`config.mk`:
```
export PLATFORM = sky130hd
export DESIGN_NAME = bbx_exec
export DESIGN_NICKNAME = d
export VERILOG_FILES = /design/src/core/bbx_pkg.sv /design/src/core/bbx_alu_if.sv /design/src/core/bbx_alu.sv /design/src/core/bbx_exec.sv
export VERILOG_INCLUDE_DIRS = /design/src /design/src/core
export SDC_FILE = /design/constraint.sdc
export NUM_CORES = 1
export LEC_CHECK = 0
export ABC_CLOCK_PERIOD_IN_PS = 4500
export BUFFER_PORTS_ARGS = -buffer_cell sky130_fd_sc_hd__buf_2
export CORE_MARGIN = 2
export CORE_UTILIZATION = 40
export CTS_BUF_LIST = sky130_fd_sc_hd__clkbuf_8 sky130_fd_sc_hd__clkbuf_16
export DETAILED_ROUTE_END_ITERATION = 16
export HOLD_SLACK_MARGIN = 0.02
export PLACE_DENSITY = 0.68
export SLEW_MARGIN = 20
export SYNTH_ARGS = -nofsm -noshare
export SYNTH_HDL_FRONTEND = slang
export SYNTH_SLANG_ARGS = --single-unit
```
`constraint.sdc`:
```
create_clock -name mclk_in -period 4.5 [get_ports mclk_in]
set_input_delay 0.675 -clock mclk_in [delete_from_list [all_inputs] [get_ports mclk_in]]
set_output_delay 0.675 -clock mclk_in [all_outputs]
set_load 0.02 [all_outputs]
```
`src/core/bbx_defs.svh`:
```
// constants for the byte and bit instruction executor
`ifndef BBX_DEFS_SVH
`define BBX_DEFS_SVH
`define BBX_OP_ADD_LIT   3'h0
`define BBX_OP_ADD_FILE  3'h1
`define BBX_OP_AND_LIT   3'h2
`define BBX_OP_AND_FILE  3'h3
`define BBX_OP_BIT_SET   3'h4
`define BBX_OP_BIT_CLR   3'h5
`define BBX_OP_SKIP_ONE  3'h6
`define BBX_OP_SKIP_ZERO 3'h7
`define BBX_DEST_ACC     1'h0
`define BBX_DEST_FILE    1'h1
`define BBX_ACC_RESET    8'h00
`define BBX_FLAG_RESET   1'h0
`define BBX_NIBBLE_MSB   3
`define BBX_BYTE_MSB     7
`endif

```
`src/core/bbx_pkg.sv`:
```
// types shared by the instruction executor
package bbx_pkg;
  typedef enum logic [2:0] {
    BBX_ADD_LIT  = 3'h0,
    BBX_ADD_FILE = 3'h1,
    BBX_AND_LIT  = 3'h2,
    BBX_AND_FILE = 3'h3,
    BBX_BIT_SET  = 3'h4,
    BBX_BIT_CLR  = 3'h5,
    BBX_SKIP_ONE = 3'h6,
    BBX_SKIP_ZRO = 3'h7
  } bbx_op_type;
  typedef enum logic {BBX_RUN, BBX_SQUASH} bbx_state_type;
endpackage

```
`src/core/bbx_alu_if.sv`:
```
// operand and result bundle between executor and its arithmetic unit
`timescale 1ns/1ns
interface bbx_alu_if;
  logic [7:0] op_a;
  logic [7:0] op_b;
  logic       do_and;
  logic [7:0] result;
  logic       carry;
  logic       half_carry;
  logic       zero;
  modport core (output op_a, output op_b, output do_and,
                input result, input carry, input half_carry, input zero);
  modport alu  (input op_a, input op_b, input do_and,
                output result, output carry, output half_carry, output zero);
endinterface

```
`src/core/bbx_alu.sv`:
```
// add and and arithmetic with carry, half carry and zero
`timescale 1ns/1ns
`include "bbx_defs.svh"
module bbx_alu
  import bbx_pkg::*;
(
  bbx_alu_if.alu port_if
);
  logic [8:0] sum;
  logic [4:0] low_sum;
  always_comb
  begin
    sum     = {1'b0, port_if.op_a} + {1'b0, port_if.op_b};
    low_sum = {1'b0, port_if.op_a[`BBX_NIBBLE_MSB:0]} + {1'b0, port_if.op_b[`BBX_NIBBLE_MSB:0]};
    port_if.result     = port_if.do_and ? (port_if.op_a & port_if.op_b) : sum[`BBX_BYTE_MSB:0];
    port_if.carry      = sum[`BBX_BYTE_MSB+1]; // see RULE_12
    port_if.half_carry = low_sum[`BBX_NIBBLE_MSB+1]; // see RULE_12
    port_if.zero       = (port_if.result == 8'h00); // see RULE_12
  end
endmodule

```
`src/core/bbx_exec.sv`:
```
// executes add, and, bit set/clear and bit test skip instructions
`timescale 1ns/1ns
`include "bbx_defs.svh"
// What this block does
// RULE_01: add literal adds immediate to accumulator, result to accumulator, updates c/dc/z.
// RULE_02: add file adds accumulator to addressed file register, updates c/dc/z.
// RULE_03: byte file ops: destination 0 writes accumulator, 1 writes file register.
// RULE_04: and literal ands immediate with accumulator into accumulator, only zero flag.
// RULE_05: and file ands accumulator with file register to destination, only zero flag.
// RULE_06: bit set forces selected file bit to one, no flag change.
// RULE_07: bit clear forces selected file bit to zero, no flag change.
// RULE_08: skip-if-one with bit one squashes next instruction into a no-op.
// RULE_09: skip-if-one with bit zero runs next instruction normally.
// RULE_10: skip-if-zero with bit zero squashes next instruction into a no-op.
// RULE_11: skip-if-zero with bit one runs next instruction normally.
// RULE_12: zero flags zero result; carry from bit 7, half carry from bit 3.
module bbx_exec
  import bbx_pkg::*;
(
  input  wire logic       mclk_in,
  input  wire logic       rstn_in,
  input  wire logic       instr_valid_in,
  input  wire logic [2:0] instr_op_in,
  input  wire logic [7:0] literal_in,
  input  wire logic [6:0] file_addr_in,
  input  wire logic       dest_in,
  input  wire logic [2:0] bit_sel_in,
  input  wire logic [7:0] file_rdata_in,
  output logic      [6:0] file_addr_out,
  output logic      [7:0] file_wdata_out,
  output logic            file_we_out,
  output logic      [7:0] acc_out,
  output logic            carry_out,
  output logic            half_carry_flag_out,
  output logic            zero_out,
  output logic            squash_out,
  output logic            retire_out
);
  typedef struct packed {
    logic          rst_meta;
    logic          rst_sync;
    bbx_state_type state;
    logic [7:0]    acc;
    logic          carry;
    logic          half_carry;
    logic          zero;
    logic [7:0]    fwdata;
    logic          fwe;
    logic          retire;
  } bbx_exec_state_type;

  bbx_exec_state_type st_r;
  bbx_exec_state_type st_nxt;
  bbx_alu_if          alu_bus ();
  bbx_op_type         op;
  logic               bit_val;
  logic [7:0]         bit_mask;
  logic               run;

  bbx_alu u_alu (.port_if(alu_bus.alu));

  assign op       = bbx_op_type'(instr_op_in);
  assign bit_val  = file_rdata_in[bit_sel_in];
  assign bit_mask = 8'h01 << bit_sel_in;
  assign run      = instr_valid_in && (st_r.state == BBX_RUN);

  always_comb
  begin
    alu_bus.op_a   = st_r.acc;
    alu_bus.op_b   = (op == BBX_ADD_LIT || op == BBX_AND_LIT) ? literal_in : file_rdata_in;
    alu_bus.do_and = (op == BBX_AND_LIT || op == BBX_AND_FILE);
  end

  // reset release goes through two flops; the flops themselves reset from the pin
  always_ff @(posedge mclk_in or negedge rstn_in)
  begin
    if (!rstn_in)
    begin
      st_r <= '0;
      st_r.state <= BBX_RUN;
      st_r.acc   <= `BBX_ACC_RESET;
    end
    else if (!st_r.rst_sync)
    begin
      st_r.rst_meta <= 1'b1;
      st_r.rst_sync <= st_r.rst_meta;
    end
    else
      st_r <= st_nxt;
  end

  always_comb
  begin
    st_nxt        = st_r;
    st_nxt.fwe    = 1'b0;
    st_nxt.retire = 1'b0;
    if (instr_valid_in && st_r.state == BBX_SQUASH)
    begin
      // the discarded slot retires as a no-op; nothing changes
      st_nxt.state  = BBX_RUN; // see RULE_08 see RULE_10
      st_nxt.retire = 1'b1;
    end
    else if (run)
    begin
      st_nxt.retire = 1'b1;
      case (op)
        BBX_ADD_LIT, BBX_ADD_FILE:
        begin
          st_nxt.carry      = alu_bus.carry; // see RULE_01 see RULE_02
          st_nxt.half_carry = alu_bus.half_carry;
          st_nxt.zero       = alu_bus.zero;
          if (op == BBX_ADD_LIT || dest_in == `BBX_DEST_ACC)
            st_nxt.acc = alu_bus.result; // see RULE_01 see RULE_03
          else
          begin
            st_nxt.fwdata = alu_bus.result; // see RULE_02 see RULE_03
            st_nxt.fwe    = 1'b1;
          end
        end
        BBX_AND_LIT, BBX_AND_FILE:
        begin
          st_nxt.zero = alu_bus.zero; // see RULE_04 see RULE_05
          if (op == BBX_AND_LIT || dest_in == `BBX_DEST_ACC)
            st_nxt.acc = alu_bus.result; // see RULE_04 see RULE_03
          else
          begin
            st_nxt.fwdata = alu_bus.result; // see RULE_05 see RULE_03
            st_nxt.fwe    = 1'b1;
          end
        end
        BBX_BIT_SET:
        begin
          st_nxt.fwdata = file_rdata_in | bit_mask; // see RULE_06
          st_nxt.fwe    = 1'b1;
        end
        BBX_BIT_CLR:
        begin
          st_nxt.fwdata = file_rdata_in & ~bit_mask; // see RULE_07
          st_nxt.fwe    = 1'b1;
        end
        BBX_SKIP_ONE:
          st_nxt.state = bit_val ? BBX_SQUASH : BBX_RUN; // see RULE_08 see RULE_09
        BBX_SKIP_ZRO:
          st_nxt.state = bit_val ? BBX_RUN : BBX_SQUASH; // see RULE_10 see RULE_11
        default:
          st_nxt.state = BBX_RUN;
      endcase
    end
  end

  assign file_addr_out       = file_addr_in;
  assign file_wdata_out      = st_r.fwdata;
  assign file_we_out         = st_r.fwe;
  assign acc_out             = st_r.acc;
  assign carry_out           = st_r.carry;
  assign half_carry_flag_out = st_r.half_carry;
  assign zero_out            = st_r.zero;
  assign squash_out          = (st_r.state == BBX_SQUASH);
  assign retire_out          = st_r.retire;

  // assertions stay quiet until the reset release has passed both flops
  logic rst_ok;
  assign rst_ok = st_r.rst_sync;
endmodule

```
==> metrics.txt, run 1 <==
outcome completed; CP most frequent cell o31a_1; Fmax roughly 310 MHz; clk buf depth 2; area occupied by multi-input gates roughly 1200 µm²; CTS-repair resized insts 0; Layout area overhead 13.1%; total negative slack 0 ns; min cycle time layout around 3.3 ns; Overflow after GRT 0; post-DP HPWL approximately 3800 µm; FILL cells 483; Antenna Cells 0; worst vdd ir approximately 0.00018 V; root buffer cell clkbuf_8; IO Pins 62; Top delay family on crit path compound AO/OA/AOI/OAI gates; Yosys top cell area share between 30% and 40%; Vias approximately 1800; CTS tree built; placed cell area roughly 2100 µm²; Post-CTS Setup Repair Bufs 0; Netlist Area Pre-Place ~1900 µm²; worst path cell trace buf_2 > nor2_1 > mux2_2 > ha_1 > a21oi_2 > a21oi_1 > o31a_1 > o31a_1 > nor4b_4 > a31o_1; crit-path max FO 11; placed insts approximately 300; RSZ-0062 raised after global routing false; initial antenna violation count 0; vias in the first global route 1670; post-route insts no fill roughly 310; number of synthesized flops with an enable pin 0; Yosys reg bits 24; hold-fix buffers at CTS 0; fraction of registers with async set/reset 100%; Slew @ Worst Pin just under 0.7 ns; clock sink count 24; Critical Path Start Type input pin; hold crit path type in -> async; TritonRoute pass-1 iters 4; Max Cap Viol 0; Leak Pwr 0.975 nW; WP data required around 4.7 ns; Avg Synthesized Cell Area around 8.7 µm²; WS Path Type in -> reg; largest net degree at the start of global routing 25; DIE HEIGHT 72.8 µm; most frequent cells in the layout buf_2, nand2_1, dfrtp_1, nor2_1, a21oi_1; Core Area ~4700 µm²; first-pass GRT wire length 7890 µm; sequential element share of the synthesized area roughly a third; CTS clk-pin slew, worst paths 0.09 ns; Syn Inst Count 218; Max stage delay cell, worst path nor2_1; fin crit share between 70% and 80%; Max Transition Viols Final 0; drt via density between 5 and 6; Starting Density 40.7%; Routed WL per cell ~16 µm; CP peak stage delay ~0.54 ns; Num CTS Buffers 3; reg2reg start acc_out[0]$_DFFE_PN0P_; Final ANT Viol Nets 0; Hold Slack 0.392 ns; Reg area approximately 600 µm²; Final Skew 0.00356 ns; input/output buffers 47; layout cell share with drive strength beyond 1 26.7%; # setup viols final 0; commonest non-fill, non-tap cell in the layout buf_2; final instance area 2140 µm²; drc violations 0; Crit. End Element flop; top_reg_cell synth dfrtp_1; H-tree levels 1; die width around 73 µm; Iter 0 DRT Violations between 100 and 150; FP Rows 25; DIE AREA ~5300 µm²; Yosys cell types 48; Rel. slew slack 54.4%; Synthesized Nets approximately 260; final WL 4890 µm; Final Hold Fails 0; Worst R2R End file_wdata_out[4]$_DFFE_PN0P_; R2R cell count 9; Buf/Inv on CP 1; largest area contributor in the netlist dfrtp_1; RePlAce Congestion roughly 0.94; Ys Warns 0; P per Cell Area roughly 490 nW/µm²; final core occ 46.0%; R2R setup slack 2.27 ns; final layout net count slightly below 300; Clk Latency, worst-skew pair 0.27 ns; total track usage between 10% and 20%; largest cells by area after synthesis dfrtp_1, ha_1, mux2_2; crit path DAT 3.42 ns
[stage by stage]
stage / setup WS, ns / total power (W)
finish: 1.24 / 0.00104
global route: 1.07 / 0.00113
CTS: 1.25 / 0.00105
detailed placement: 0.960 / 0.000915
global placement: 1.07 / 0.000905
floorplan: 1.28 / 0.000757
[worst max path at each step]
stage	startpoint	to	slack (ns)	cells after the start
floorplan	instr_op_in[0]	zero_out$_DFFE_PN0P_	1.28	10
global placement	instr_op_in[0]	zero_out$_DFFE_PN0P_	1.07	10
detailed placement	instr_op_in[0]	zero_out$_DFFE_PN0P_	0.96	10
CTS	instr_op_in[0]	zero_out$_DFFE_PN0P_	1.25	10
global route	instr_op_in[2]	zero_out$_DFFE_PN0P_	1.07	12
finish	instr_op_in[0]	zero_out$_DFFE_PN0P_	1.24	10
[final cells by class]
cell class,count,area share (%)
Tap cell,54,3.15
Clock buffer,3,1.93
Sequential cell,24,28.0
Timing Repair Buffer,47,11.0
Multi-Input combinational cell,172,55.1
Inverter,5,0.875
[cells by family (layout without fill, tap and decap cells)]
kind of cell               count (synthesis)  in the layout  share of synthesized area (%)
buffers and inverters                     22             55                           6.01
DFF                                       24             24                           31.7
AOI/OAI and AO/OA                         63             63                           21.1
xor gates and xnor gates                   3              3                           1.39
adders and majority gates                 12             12                           8.32
and+or+nand+nor                           78             78                           21.1
muxes                                     16             16                           10.4
[synthesized netlist by cell type (3+ instances only)]
library cell and number:
a211oi_1 4, a21oi_1 16, a221oi_1 3, a31oi_1 4, buf_2 4, buf_4 7
clkbuf_1 6, dfrtp_1 24, ha_1 11, inv_1 5, mux2_2 8, mux2i_1 4
nand2_1 24, nand2b_1 6, nand3_1 4, nor2_1 21, nor2b_1 3, nor3_1 3
o21ai_0 10, o21ai_1 9, or3_1 3
[metal layers]
layer | track usage [%] | share of wire (%) | vias to the layer above | wire length [µm]
li1 | - | - | 855 | -
met1 | 25.9 | 46 | 826 | 2250
met2 | 31.2 | 47 | 63 | 2310
met3 | 2.35 | 4.9 | 9 | 239
met4 | 6.58 | 1.9 | 0 | 95
met5 | 0 | 0 | - | 0
[report_power, final]
part           leakage (nW)  switching [W]  internal, W
clock network        0.0216      0.0000713    0.0000600
logic                 0.665       0.000352     0.000235
registers             0.288      0.0000497     0.000276
total                 0.975       0.000473     0.000571
[state kept, by name (all words and copies together), names as in the netlist]
| signal | flops |
|---|---|
| acc_out | 8 |
| carry_out | 1 |
| st_nxt | 1 |
| file_wdata_out | 8 |
| zero_out | 1 |
| squash_out | 1 |
| half_carry_flag_out | 1 |
| file_we_out | 1 |
| rst_ok | 1 |
| retire_out | 1 |
No activity file was read; power rests on OpenSTA's default activity.
==> run 2: changes to the inputs <==
--- a/config.mk
+++ b/config.mk
@@ -6,7 +6,7 @@
 export SDC_FILE = /design/constraint.sdc
 export NUM_CORES = 1
 export LEC_CHECK = 0
-export ABC_CLOCK_PERIOD_IN_PS = 4500
+export ABC_CLOCK_PERIOD_IN_PS = 3250
 export BUFFER_PORTS_ARGS = -buffer_cell sky130_fd_sc_hd__buf_2
 export CORE_MARGIN = 2
 export CORE_UTILIZATION = 40
==> constraint.sdc (replaced) <==
create_clock -name mclk_in -period 3.25 [get_ports mclk_in]
set_input_delay 0.4875 -clock mclk_in [delete_from_list [all_inputs] [get_ports mclk_in]]
set_output_delay 0.4875 -clock mclk_in [all_outputs]
set_load 0.02 [all_outputs]
==> metrics.txt, run 2 (synthesized netlist as in run 1, its figures left out) <==
FILL cells 443 (-8.3%); drt via density 5.51 (-4.1%); Overflow after GRT 0 (unchanged); root buffer cell clkbuf_8; Clk Latency, worst-skew pair 0.28 ns (about the same); Post-CTS Setup Repair Bufs 0 (unchanged); crit path DAT 2.86 ns (-0.56 ns); hold crit path type in -> async; CTS tree built; die width 72.8 µm (unchanged); Slew @ Worst Pin 0.644 ns (-0.0374 ns); Routed WL per cell 14.9 µm (-7.4%); CTS clk-pin slew, worst paths 0.09 ns (about the same); total track usage 17.7% (-1.4 points); Iter 0 DRT Violations 78 (-44%); Max Transition Viols Final 0 (unchanged); FP Rows 25 (unchanged); final WL 4590 µm (-6.2%); initial antenna violation count 0 (unchanged); Num CTS Buffers 3 (unchanged); RePlAce Congestion 0.870 (-7.7%); Crit. End Element flop; DIE HEIGHT 72.8 µm (unchanged); Final ANT Viol Nets 0 (unchanged); drc violations 0 (unchanged); vias in the first global route 1492 (-11%); input/output buffers 47 (unchanged); Leak Pwr 0.997 nW (+2.2%); total negative slack 0 ns (unchanged); crit-path max FO 9 (-2); Hold Slack 0.179 ns (-0.213 ns); commonest non-fill, non-tap cell in the layout buf_2; first-pass GRT wire length 7260 µm (-8.0%); # setup viols final 0 (unchanged); final layout net count 301 (+1.0%); H-tree levels 1 (unchanged); Final Hold Fails 0 (unchanged); DIE AREA 5310 µm² (unchanged); Vias 1703 (-2.9%); Core Area 4660 µm² (unchanged); CTS-repair resized insts 0 (unchanged); Max Cap Viol 0 (unchanged); WS Path Type in -> reg; IO Pins 62 (unchanged); Layout area overhead 15.0%; outcome completed; hold-fix buffers at CTS 0 (unchanged); Starting Density 40.7% (unchanged); layout cell share with drive strength beyond 1 27.8% (+1.1 points); RSZ-0062 raised after global routing false; clk buf depth 2 (unchanged); Final Skew 0.00692 ns (+0.00336 ns); largest net degree at the start of global routing 25 (unchanged); Critical Path Start Type input pin; worst vdd ir 0.000237 V (+35%); Rel. slew slack 56.7% (+2.3 points); WP data required 3.39 ns (-1.27 ns); Antenna Cells 0 (unchanged); most frequent cells in the layout buf_2, nand2_1, dfrtp_1, nor2_1, a21oi_1; Fmax approximately 370 MHz; min cycle time layout approximately 2.7 ns; fin crit share a little over four fifths; post-DP HPWL 3640 µm (-5.3%); P per Cell Area 682 nW/µm² (+40%); clock sink count 24 (unchanged); TritonRoute pass-1 iters 4 (unchanged)
## run 2: changes by cell type in the layout (fill, tap and decap cells not counted), sizes merged
cell / before / now
clkbuf: 3 / 4
buf: 47 / 50
## run 2: worst max-delay path, stage by stage
cell	delay [ns]
buf_2	0.14
nor2_1	0.16
mux2_2	0.37
ha_1	0.21
inv_1	0.07
fa_1	0.20
nand2b_1	0.15
nand2b_1	0.10
a211oi_1	0.35
o31ai_2	0.16
a222oi_1	0.36
a21oi_1	0.11
## run 2: power by group
part	leakage [nW]	total [W]	internal, W	switching [W]
clock network	0.0288	0.000212	0.000108	0.000103
logic	0.680	0.000825	0.000337	0.000488
registers	0.288	0.000450	0.000382	0.0000679
total	0.997	0.00149	0.000828	0.000659
## run 2: through the flow
step | utilization, % | power, W | instance area [µm²] | instances | worst slack [ns]
floorplan | - | 0.00105 | 1900 | 218 | 0.220
global placement | 45.6 | 0.00126 | 2130 | 305 | 0.312
detailed placement | 45.6 | 0.00127 | 2130 | 305 | 0.280
CTS | 46.8 | 0.00149 | 2180 | 309 | 0.539
global route | 46.8 | 0.00160 | 2180 | 309 | 0.387
finish | 46.8 | 0.00149 | 2180 | 309 | 0.530
## run 2: per-layer routing
metal | part of all wire [%] | track usage [%]
met1 | 45 | 25.1
met2 | 47 | 28.3
met3 | 6.8 | 2.49
met4 | 0.94 | 4.73
met5 | 0 | 0
## run 2: worst paths after layout
kind / from / to / slack [ns] / cells after the start
setup / recovery: instr_op_in[2] / file_wdata_out[4]$_DFFE_PN0P_ / 0.53 / 12
max in group asynchronous: rstn_in / acc_out[3]$_DFFE_PN0P_ / 2.72 / 1
setup reg to reg: acc_out[0]$_DFFE_PN0P_ / file_wdata_out[4]$_DFFE_PN0P_ / 0.96 / 9
hold / removal: rstn_in / retire_out$_DFFE_PN0P_ / 0.18 / 1
min in group mclk_in: instr_valid_in / retire_out$_DFFE_PN0P_ / 0.47 / 3
hold reg to reg: st_nxt[23]$_DFFE_PN0N_ / rst_ok$_DFF_PN0_ / 0.47 / 1
## run 2: final cells by class
type                       instances  area (µm²)  share of cell area (%)
tap                               54        67.6                    3.10
inverter                           5        18.8                   0.861
sequential                        24         601                    27.5
clock buffer                       4        55.1                    2.52
multi-input combinational        172        1180                    54.2
timing repair buffer              50         258                    11.8
